[src/hdl/icm_defs.vh]
// Purpose: Offsets, bit positions and timing counts of the iso mask and
//          event block.
// Assumes: 10 MHz core clock.
// Notes:   Definitions only.
`ifndef ICM_DEFS_VH
`define ICM_DEFS_VH

`define ICM_OFS_CHAN_HIGH_SET   8'h70
`define ICM_OFS_CHAN_HIGH_CLR   8'h74
`define ICM_OFS_CHAN_LOW_SET    8'h78
`define ICM_OFS_CHAN_LOW_CLR    8'h7C
`define ICM_OFS_EVENT_SET       8'h80
`define ICM_OFS_EVENT_CLR       8'h84

`define ICM_BIT_TIME_MISMATCH   23
`define ICM_BIT_FATAL_HALT      24
`define ICM_BIT_PERIOD_OVERRUN  25
`define ICM_BIT_XCVR_REG        26
`define ICM_CTX_COUNT           4

// Event bits this block can hold; others read as zero
`define ICM_EVENT_IMPL          32'h4780_000F
`define ICM_MASK_RESET          32'h0000_0000
`define ICM_EVENT_RESET         32'h0000_0000

`define ICM_CLK_PERIOD_NS       100
`define ICM_PERIOD_LIMIT_NS     125000
// 125 us at 100 ns a cycle, sized to the period counter
`define ICM_PERIOD_LIMIT_CYC    11'h04E2
`define ICM_TIMER_W             11

`endif

[src/hdl/icm_event_latch.v]
// Purpose: Edge-latched event bank with software set and clear.
// Assumes: Sources are levels from logic on the same clock.
// Notes:   A set in the same cycle as a clear wins.
`timescale 1ns/1ps
`include "icm_defs.vh"

module icm_event_latch (
    clk,
    reset,
    srcLevel,
    srcBlock,
    swSet,
    swClear,
    events_r
);
    input  wire        clk;
    input  wire        reset;
    input  wire [31:0] srcLevel;
    input  wire [31:0] srcBlock;
    input  wire [31:0] swSet;
    input  wire [31:0] swClear;
    output reg  [31:0] events_r;

    reg  [31:0] srcPrev_r;
    wire [31:0] rise;
    wire [31:0] events_nxt;

    // Edge, not level, so a stuck source cannot re-set after a clear
    assign rise = srcLevel & ~srcPrev_r;
    assign events_nxt = ((events_r & ~swClear)
                        | (rise & ~srcBlock) | swSet)
                        & `ICM_EVENT_IMPL;

    always @(posedge clk) begin
        if (reset) begin
            srcPrev_r <= 32'h0000_0000;
            events_r  <= `ICM_EVENT_RESET;
        end else begin
            srcPrev_r <= srcLevel;
            events_r  <= events_nxt;
        end
    end
endmodule

[src/hdl/icm_irq_regs.v]
// Purpose: Iso receive channel masks and latched interrupt events.
// Assumes: Single 10 MHz clock, synchronous reset, one-cycle register
//          strobes; all event sources are on the same clock.
// Notes:   Read data appear one cycle after the read strobe.
// Behaviour
// - Channels 32..63 accepted only while matching upper mask bit is one.
// - Channels 0..31 accepted only while matching lower mask bit is one.
// - Lower mask: set alias 78h, clear alias 7Ch, same bits.
// - Event bits latch on a source's rising edge, not its level.
// - Writing one to event set alias 80h sets that event bit.
// - Event bits clear only by writing one to clear alias 84h.
// - Reading clear alias returns events ANDed with the event mask.
// - Bit 26 sets when a transceiver register byte has arrived.
// - Timing root: over 125 us start-to-gap sets bit 25, drops root.
// - Bit 24 sets when any error halts a subunit.
// - While bit 24 set, halted contexts' normal events are blocked.
// - Bit 23 sets when received cycle time differs from local time.
// - Reading either upper mask alias returns the upper mask.
// - Upper mask: set alias 70h, clear alias 74h.
`timescale 1ns/1ps
`include "icm_defs.vh"

module icm_irq_regs (
    clk,
    reset,
    regAddr,
    regWrite,
    regRead,
    regWdata,
    regRdata_r,
    regReadValid_r,
    irqEventEnables,
    isoRxValid,
    isoRxChannel,
    isoRxAccept_r,
    transceiverRegArrived,
    timingRootSet,
    cycleStartSent,
    subactionGapEnd,
    timingRootSelect_r,
    ctxHalt,
    ctxEvent,
    cycleStartRcvd,
    rxCycleSeconds,
    rxCycleCount,
    busTimeSeconds,
    busTimeCount,
    latchedIrqEvents_r,
    upperRxChanEnables_r,
    lowerRxChanEnables_r
);
    input  wire        clk;
    input  wire        reset;
    input  wire [7:0]  regAddr;
    input  wire        regWrite;
    input  wire        regRead;
    input  wire [31:0] regWdata;
    output reg  [31:0] regRdata_r;
    output reg         regReadValid_r;
    input  wire [31:0] irqEventEnables;
    input  wire        isoRxValid;
    input  wire [5:0]  isoRxChannel;
    output reg         isoRxAccept_r;
    input  wire        transceiverRegArrived;
    input  wire        timingRootSet;
    input  wire        cycleStartSent;
    input  wire        subactionGapEnd;
    output reg         timingRootSelect_r;
    input  wire [3:0]  ctxHalt;
    input  wire [3:0]  ctxEvent;
    input  wire        cycleStartRcvd;
    input  wire [6:0]  rxCycleSeconds;
    input  wire [12:0] rxCycleCount;
    input  wire [6:0]  busTimeSeconds;
    input  wire [12:0] busTimeCount;
    output wire [31:0] latchedIrqEvents_r;
    output reg  [31:0] upperRxChanEnables_r;
    output reg  [31:0] lowerRxChanEnables_r;

    localparam [`ICM_TIMER_W-1:0] LIMIT_CYC =
        `ICM_PERIOD_LIMIT_CYC;

    function [31:0] set_clear;
        input [31:0] cur;
        input [31:0] setBits;
        input [31:0] clrBits;
        begin
            set_clear = (cur & ~clrBits) | setBits;
        end
    endfunction

    function hit;
        input [7:0] addr;
        input [7:0] ofs;
        begin
            hit = (addr == ofs);
        end
    endfunction

    wire [31:0] wrHighSet;
    wire [31:0] wrHighClr;
    wire [31:0] wrLowSet;
    wire [31:0] wrLowClr;
    wire [31:0] wrEvtSet;
    wire [31:0] wrEvtClr;
    wire [31:0] evtSrc;
    wire [31:0] evtBlock;
    reg  [31:0] readMux;
    reg  [3:0]  haltCause_r;
    reg  [3:0]  haltCause_nxt;
    reg  [`ICM_TIMER_W-1:0] periodCnt_r;
    reg         periodRun_r;
    reg         overrun_r;
    reg         mismatch_r;
    wire        overrunNow;

    assign wrHighSet = (regWrite & hit(regAddr, `ICM_OFS_CHAN_HIGH_SET))
                       ? regWdata : 32'h0000_0000;
    assign wrHighClr = (regWrite & hit(regAddr, `ICM_OFS_CHAN_HIGH_CLR))
                       ? regWdata : 32'h0000_0000;
    assign wrLowSet  = (regWrite & hit(regAddr, `ICM_OFS_CHAN_LOW_SET))
                       ? regWdata : 32'h0000_0000;
    assign wrLowClr  = (regWrite & hit(regAddr, `ICM_OFS_CHAN_LOW_CLR))
                       ? regWdata : 32'h0000_0000;
    assign wrEvtSet  = (regWrite & hit(regAddr, `ICM_OFS_EVENT_SET))
                       ? regWdata : 32'h0000_0000;
    assign wrEvtClr  = (regWrite & hit(regAddr, `ICM_OFS_EVENT_CLR))
                       ? regWdata : 32'h0000_0000;

    // Channel masks
    always @(posedge clk) begin
        if (reset) begin
            upperRxChanEnables_r <= `ICM_MASK_RESET;
            lowerRxChanEnables_r <= `ICM_MASK_RESET;
        end else begin
            upperRxChanEnables_r <= set_clear(upperRxChanEnables_r,
                                              wrHighSet, wrHighClr);
            lowerRxChanEnables_r <= set_clear(lowerRxChanEnables_r,
                                              wrLowSet, wrLowClr);
        end
    end

    always @(posedge clk) begin
        if (reset) begin
            isoRxAccept_r <= 1'b0;
        end else if (isoRxChannel[5]) begin
            isoRxAccept_r <= isoRxValid
                & upperRxChanEnables_r[isoRxChannel[4:0]];
        end else begin
            isoRxAccept_r <= isoRxValid
                & lowerRxChanEnables_r[isoRxChannel[4:0]];
        end
    end

    // Cycle period watchdog while timing root
    assign overrunNow = periodRun_r & ~subactionGapEnd
                        & (periodCnt_r == LIMIT_CYC);

    always @(posedge clk) begin
        if (reset) begin
            periodRun_r        <= 1'b0;
            periodCnt_r        <= {`ICM_TIMER_W{1'b0}};
            overrun_r          <= 1'b0;
            timingRootSelect_r <= 1'b0;
        end else begin
            overrun_r <= overrunNow;
            if (overrunNow) begin
                timingRootSelect_r <= 1'b0;
            end else if (timingRootSet) begin
                timingRootSelect_r <= 1'b1;
            end
            if (overrunNow | subactionGapEnd) begin
                periodRun_r <= 1'b0;
            end else if (cycleStartSent & timingRootSelect_r) begin
                periodRun_r <= 1'b1;
                periodCnt_r <= {`ICM_TIMER_W{1'b0}};
            end else if (periodRun_r) begin
                periodCnt_r <= periodCnt_r + 1'b1;
            end
        end
    end

    // Received cycle time check
    always @(posedge clk) begin
        if (reset) begin
            mismatch_r <= 1'b0;
        end else begin
            mismatch_r <= cycleStartRcvd
                & ((rxCycleSeconds != busTimeSeconds)
                   | (rxCycleCount != busTimeCount));
        end
    end

    // Contexts that halted stay blocked until the halt event is cleared and no context is halting
    always @* begin
        haltCause_nxt = haltCause_r | ctxHalt;
        if (!latchedIrqEvents_r[`ICM_BIT_FATAL_HALT] && ctxHalt == 4'h0) begin
            haltCause_nxt = 4'h0;
        end
    end

    always @(posedge clk) begin
        if (reset) begin
            haltCause_r <= 4'h0;
        end else begin
            haltCause_r <= haltCause_nxt;
        end
    end

    assign evtBlock = {28'h000_0000, haltCause_nxt};
    assign evtSrc = {5'h00,
                     transceiverRegArrived,
                     overrun_r,
                     |ctxHalt,
                     mismatch_r,
                     19'h0_0000,
                     ctxEvent};

    icm_event_latch u_events (
        .clk      (clk),
        .reset    (reset),
        .srcLevel (evtSrc),
        .srcBlock (evtBlock),
        .swSet    (wrEvtSet),
        .swClear  (wrEvtClr),
        .events_r (latchedIrqEvents_r)
    );

    // Register read port
    always @* begin
        case (regAddr)
            `ICM_OFS_CHAN_HIGH_SET: readMux = upperRxChanEnables_r;
            `ICM_OFS_CHAN_HIGH_CLR: readMux = upperRxChanEnables_r;
            `ICM_OFS_CHAN_LOW_SET:  readMux = lowerRxChanEnables_r;
            `ICM_OFS_CHAN_LOW_CLR:  readMux = lowerRxChanEnables_r;
            `ICM_OFS_EVENT_SET:     readMux = latchedIrqEvents_r;
            `ICM_OFS_EVENT_CLR:
                readMux = latchedIrqEvents_r & irqEventEnables;
            default:                readMux = 32'h0000_0000;
        endcase
    end

    always @(posedge clk) begin
        if (reset) begin
            regRdata_r     <= 32'h0000_0000;
            regReadValid_r <= 1'b0;
        end else begin
            regReadValid_r <= regRead;
            if (regRead) begin
                regRdata_r <= readMux;
            end
        end
    end
endmodule

[config.mk]
export PLATFORM = sky130hd
export DESIGN_NAME = icm_irq_regs
export DESIGN_NICKNAME = d
export VERILOG_FILES = /design/src/hdl/icm_event_latch.v /design/src/hdl/icm_irq_regs.v
export VERILOG_INCLUDE_DIRS = /design/src /design/src/hdl
export SDC_FILE = /design/constraint.sdc
export NUM_CORES = 1
export LEC_CHECK = 0
export BUFFER_PORTS_ARGS = -buffer_cell sky130_fd_sc_hd__buf_4
export CAP_MARGIN = 0
export CORE_MARGIN = 2
export CORE_UTILIZATION = 54
export DETAILED_ROUTE_END_ITERATION = 8
export PLACE_DENSITY = 0.86
export SKIP_LAST_GASP = 1
export SLEW_MARGIN = 10
export SYNTH_ARGS = -nofsm -noshare
export SYNTH_HDL_FRONTEND = slang
export SYNTH_HIERARCHICAL = 1
export SYNTH_SLANG_ARGS = --single-unit
[constraint.sdc]
create_clock -name clk -period 3.9 [get_ports clk]
set_clock_uncertainty 0.05 [all_clocks]
set_input_delay 0 -clock clk [delete_from_list [all_inputs] [get_ports clk]]
set_output_delay 0 -clock clk [all_outputs]
set_load 0.02 [all_outputs]
# ---- Yosys cells after proc, flatten, opt, wreduce, memory -nomap -nowiden
# Index checks and enable logic that the tools add are counted.
dict set report totals {
  rom_bits 0
  ff_bits 134
  out_inout_bits 131
  latch_bits 0
  ram_bits 0
  inputBits 136
  wordCells 81
  memories 0
}
dict set report classes {
  eq_ne 9
  muxes 15
  n_addsub 1
  n_div 0
  shift 0
  n_reduce_logical 10
  multipliers 0
  bitwise_logic 32
  n_lt_le_gt_ge 1
}
# cell count
set op_table {}
lappend op_table {{32-bit 2-to-1 mux} 4}
lappend op_table {{32-bit case mux with 4 select lines} 1}
lappend op_table {{32-bit bitwise AND} 2}
lappend op_table {{32-bit NOT} 2}
lappend op_table {{32-bit OR} 2}
lappend op_table {{31-bit bitwise AND} 2}
lappend op_table {{31-bit 2-to-1 mux} 2}
lappend op_table {{31-bit NOT} 2}
lappend op_table {{31-bit OR} 2}
lappend op_table {{31-bit by 32-bit bitwise AND with 32-bit output} 1}
lappend op_table {{8-bit by 7-bit equality test with 1-bit output, second input constant} 4}
lappend op_table {{27-bit by 31-bit bitwise AND with 31-bit output} 1}
lappend op_table {{4-bit NOT with 31-bit output} 1}
lappend op_table {{11-bit 2-to-1 mux} 2}
lappend op_table {{8-bit equality test, second input constant} 2}
lappend op_table {{13-bit inequality test} 1}
lappend op_table {{1-bit bitwise AND} 12}
lappend op_table {{11-bit by 1-bit adder with 11-bit output, second input constant} 1}
lappend op_table {{11-bit equality test, second input constant} 1}
lappend op_table {{1-bit binary-select mux with 5-bit select} 2}
lappend op_table {{2-bit OR reduction} 4}
lappend op_table {{7-bit inequality test} 1}
lappend op_table {{5-bit by 6-bit less-than comparator with 1-bit output, second input constant} 1}
lappend op_table {{4-bit zero test} 1}
lappend op_table {{10 further kinds} 14}

# ---- Depth between registers and ports, before layout
dict set report logic_depth {
  word_depth 7
  ltp_mapped 8
  ltp_nobuf 7
}

# ---- Hierarchy
# Netlist, hierarchy kept.
# mod instances seq_area_each_um2 area_each_um2 cells_per_inst
set by_module_without_submodules {}
lappend by_module_without_submodules {icm_irq_regs 1 2342.2 6406.1 781}
lappend by_module_without_submodules {icm_event_latch 1 360.3 882.1 88}

# ---- Worst setup path before layout
# No wires, ideal clock.
dict set report synth_timing {
  kind {flip-flop to flip-flop}
  start {register periodCnt_r[3]}
  end {register periodCnt_r[3]}
  path_buffers 1
  required_time_ns 3.736
  setup_ns 0.114
  t_arrival_ns 1.683
  stages_incl_launch_ff 7
  setup_slack_ns 2.052
  period_less_slack_ns 1.848
  cell_sequence {dfxtp_1 > or4b_1 > or4_1 > buf_2 > nand4_1 > xor2_1 > nor2_1}
}
dict set report synth_between {
  elab_chain_cells 5
  elab_cells_between_ends 8
  cone_classes {1 x add/sub; 1 x eq/ne; 2 x mux; 3 x bitwise; 1 x reduce/logical}
}
# element line
set synth_lines {}
lappend synth_lines {{start, declared} icm_irq_regs.v:111} ;# reg [`ICM_TIMER_W-1:0] periodCnt_r;
lappend synth_lines {{start signal, assigned} icm_irq_regs.v:162} ;# periodCnt_r <= {`ICM_TIMER_W{1'b0}};
lappend synth_lines {{start signal, assigned} icm_irq_regs.v:176} ;# periodCnt_r <= {`ICM_TIMER_W{1'b0}};
lappend synth_lines {{start signal, assigned} icm_irq_regs.v:178} ;# periodCnt_r <= periodCnt_r + 1'b1;
lappend synth_lines {{branches (longest 5 deep; another with 11-bit by 1-bit adder with 11-bit output)} --}
# Several ways; the timed one is not identified. The select of a mux whose other input is x is not followed.
# A chain may end at the register's enable or synchronous reset.

# ---- Worst setup path in the final report
dict set report layout_timing {
  start {input port ctxHalt[2]}
  end {register u_events.events_r[1]}
}
dict set report layout_between {
  elab_chain_cells 7
}
# element line
set layout_lines {}
lappend layout_lines {{start, declared} icm_irq_regs.v:69} ;# input wire [3:0] ctxHalt;
lappend layout_lines {{4-bit zero test} icm_irq_regs.v:197} ;# if (!latchedIrqEvents_r[`ICM_BIT_FATAL_HALT] && ctxHalt == 4'h0) begin
lappend layout_lines {{1-bit logical AND} icm_irq_regs.v:197}
lappend layout_lines {{4-bit 2-to-1 mux} icm_irq_regs.v:197}
lappend layout_lines {{named net haltCause_nxt[1]} icm_irq_regs.v:110} ;# reg [3:0] haltCause_nxt;
lappend layout_lines {{4-bit NOT with 31-bit output} icm_event_latch.v:31} ;# | (rise & ~srcBlock) | swSet)
lappend layout_lines {{31-bit bitwise AND} icm_event_latch.v:31}
lappend layout_lines {{31-bit OR (2 in series)} icm_event_latch.v:31}
lappend layout_lines {{end signal, assigned} icm_event_latch.v:37} ;# events_r <= `ICM_EVENT_RESET;
lappend layout_lines {{end signal, assigned} icm_event_latch.v:40} ;# events_r <= events_nxt;
lappend layout_lines {{end, declared} icm_event_latch.v:22} ;# output reg [31:0] events_r;
# The timed path passes the listed nets, and every way through them passes these cells.

==> impl_metrics.tcl <==
set metrics [dict create \
    status "completed" \
    numPortBuffers 243 \
    cp-end-kind "flip-flop" \
    setup_tns_ns 0 \
    maxSlewHeadroom 0.274 \
    avgSynthCellArea_sq_um 8.53 \
    drive_gt1_frac 0.282 \
    rows 41 \
    min_path_cells 4 \
    initialDrtViolationCount 839 \
    path_buf_inv 3 \
    nets 1242 \
    worstSetupPathType "in2reg" \
    drtPass1Iterations 7 \
    area_delta_synth_final_pct 44.1 \
    vdd_ir_drop_max_uv 350 \
    max_freq_mhz 383 \
    clockBufferDepth 2 \
    crit_required_ns 4.22 \
    fin_util 0.797 \
    hold_viol 0 \
    initial_core_util 0.553 \
    netlist_area_sq_mm 0.00698 \
    antenna_found_initial 2 \
    arrival_ns 2.93 \
    die-height_um 118 \
    final_cells 1291 \
    start_kind "input pin" \
    die_w_um 118 \
    setup_viol 0 \
    grt_overflow 0 \
    clock_sinks 135 \
    power.density_mw_per_mm2 352 \
    tightest_slew_ns 1.09 \
    maxCapViolations 0 \
    slew_viol_final 0 \
    r2r_start "periodCnt_r[3]$_SDFFE_PP0P_" \
    core_sq_mm 0.0126 \
    hold_class "in2reg" \
    crit_fanout 8 \
    holdPathEnd "isoRxAccept_r$_SDFF_PP0_" \
    num_vias 7599 \
    drc 0 \
    leakagePower_nw 4.26 \
    syn_inst 819 \
    wl_um 25200 \
    cts_resized 0 \
    grt_pass1_wl_um 39400 \
    worst-path-stages 8 \
    wl_per_cell_um 19.5 \
    grt_start_max_net_pins 86 \
    ys_warn_count 6 \
    path_cells "dlygate4sd3_1, buf_4, or4_1, nor2_1, nor2_1, or3b_1, a31oi_2, dlygate4sd3_1" \
    cts_tree "built" \
    dp_hpwl_um 15800 \
    nFillCells 797 \
    gp_congestion 0.839 \
    place_inst 1191 \
    clock-root-buffer "clkbuf_16" \
    r2r_slack_ns 1.67 \
    fin_crit_ns 2.61 \
    grt_pass1_vias 7682 \
    cts_buffers 17 \
    ios 267 \
    die_area_sq_mm 0.0139 \
    cts-htree-levels 4 \
    min_from "isoRxChannel[3]" \
    r2r-end "periodCnt_r[7]$_SDFFE_PP0P_" \
    rsz0062_at_grt "false" \
    crit_family "simple AND/OR/NAND/NOR gates" \
    cp_slowest_cell "or4_1" \
    clk_latency_ns 0.43 \
    rr_worst_depth 4 \
    period_share 0.669 \
    clk_pin_slew_ns 0.06 \
    ant_nets 0 \
    grt_util_all_layers 0.356 \
    max_stage_delay_ns 0.56 \
    vias_per_cell 5.89 \
]
[flip-flops by register name, indices dropped and copies added (netlist names)]
name,count
periodCnt_r,11
lowerRxChanEnables_r,32
overrun_r,1
periodRun_r,1
u_events/srcPrev_r,9
u_events/events_r,9
isoRxAccept_r,1
upperRxChanEnables_r,32
timingRootSelect_r,1
haltCause_r,4
mismatch_r,1
regReadValid_r,1
regRdata_r,32
[worst max path at each step]
stage	from	to
4_1_cts	ctxHalt[2]	u_events/events_r[1]$_SDFF_PP0_
6_report	ctxHalt[2]	u_events/events_r[1]$_SDFF_PP0_
5_1_grt	ctxHalt[2]	u_events/events_r[1]$_SDFF_PP0_
3_5_place_dp	regAddr[3]	u_events/events_r[25]$_SDFF_PP0_
3_3_place_gp	regAddr[3]	u_events/events_r[26]$_SDFF_PP0_
2_1_floorplan	periodCnt_r[3]$_SDFFE_PP0P_	periodCnt_r[3]$_SDFFE_PP0P_
[metal layers]
layer / global-route usage / routed length [um]
met3: 0.0858 / 2320
met2: 0.602 / 12400
met1: 0.415 / 9470
met5: 0 / 0
met4: 0.191 / 1030
[worst reg2reg max path, stage by stage (launching register included)]
cell and delay (ns):
dfxtp_1 0.35, or4b_1 0.52, or4_1 0.62, a41o_1 0.45, nor2_1 0.18
[layout by cell type (no fill, tap or decap), types with 4 or more instances in the layout]
cell type,instances
o22ai_1,32
conb_1,30
a21oi_1,100
dfxtp_1,135
dlygate4sd3_1,66
or3b_1,9
nand2_1,75
buf_4,252
clkbuf_16,17
o21ai_1,5
nor2_1,23
mux4_2,17
bufinv_16,5
inv_1,79
o21ai_0,60
nor3_1,7
xnor2_1,12
and3_1,20
nor2b_1,12
a22o_1,32
nand4_1,14
nand2b_1,9
clkinv_2,5
xor2_1,17
a31oi_2,9
clkbuf_1,4
mux2i_1,33
[per-stage QoR]
step | setup WS [ns] | power, mW | hold slack (ns) | instance area, sq um
after floorplan | 2.05 | 1.61 | 0.0216 | 7090
final | 1.29 | 3.54 | 0.0234 | 10100
after detailed placement | 1.39 | 1.76 | 0.154 | 8770
after global routing | 1.19 | 3.64 | 0.0257 | 10100
after global placement | 1.42 | 1.75 | 0.157 | 8770
after CTS | 1.42 | 3.53 | 0.0118 | 10100
[power by group]
group	total [mW]	internal, mW	switching, mW
Combinational	0.391	0.194	0.197
Clock	1.74	1.14	0.598
Sequential	1.41	1.40	0.0123
[cell type report]
cell class                      instances  area, sq um  area share
Clock inverter                         10          175      0.0174
Timing Repair Buffer                  318         2550       0.254
Multi-Input combinational cell        553         3660       0.364
Sequential cell                       135         2700       0.269
Antenna cell                            2         5.00    0.000497
Inverter                               79          297      0.0295
Clock buffer                           22          454      0.0451
Tap cell                              172          215      0.0214
[repair_timing]
item | in CTS | in global routing
buffers inserted | 0 | 0
hold endpoints to repair | 100 | 0
hold buffers | 66 | 0
Note: power is estimated with default switching activity, not from simulation.
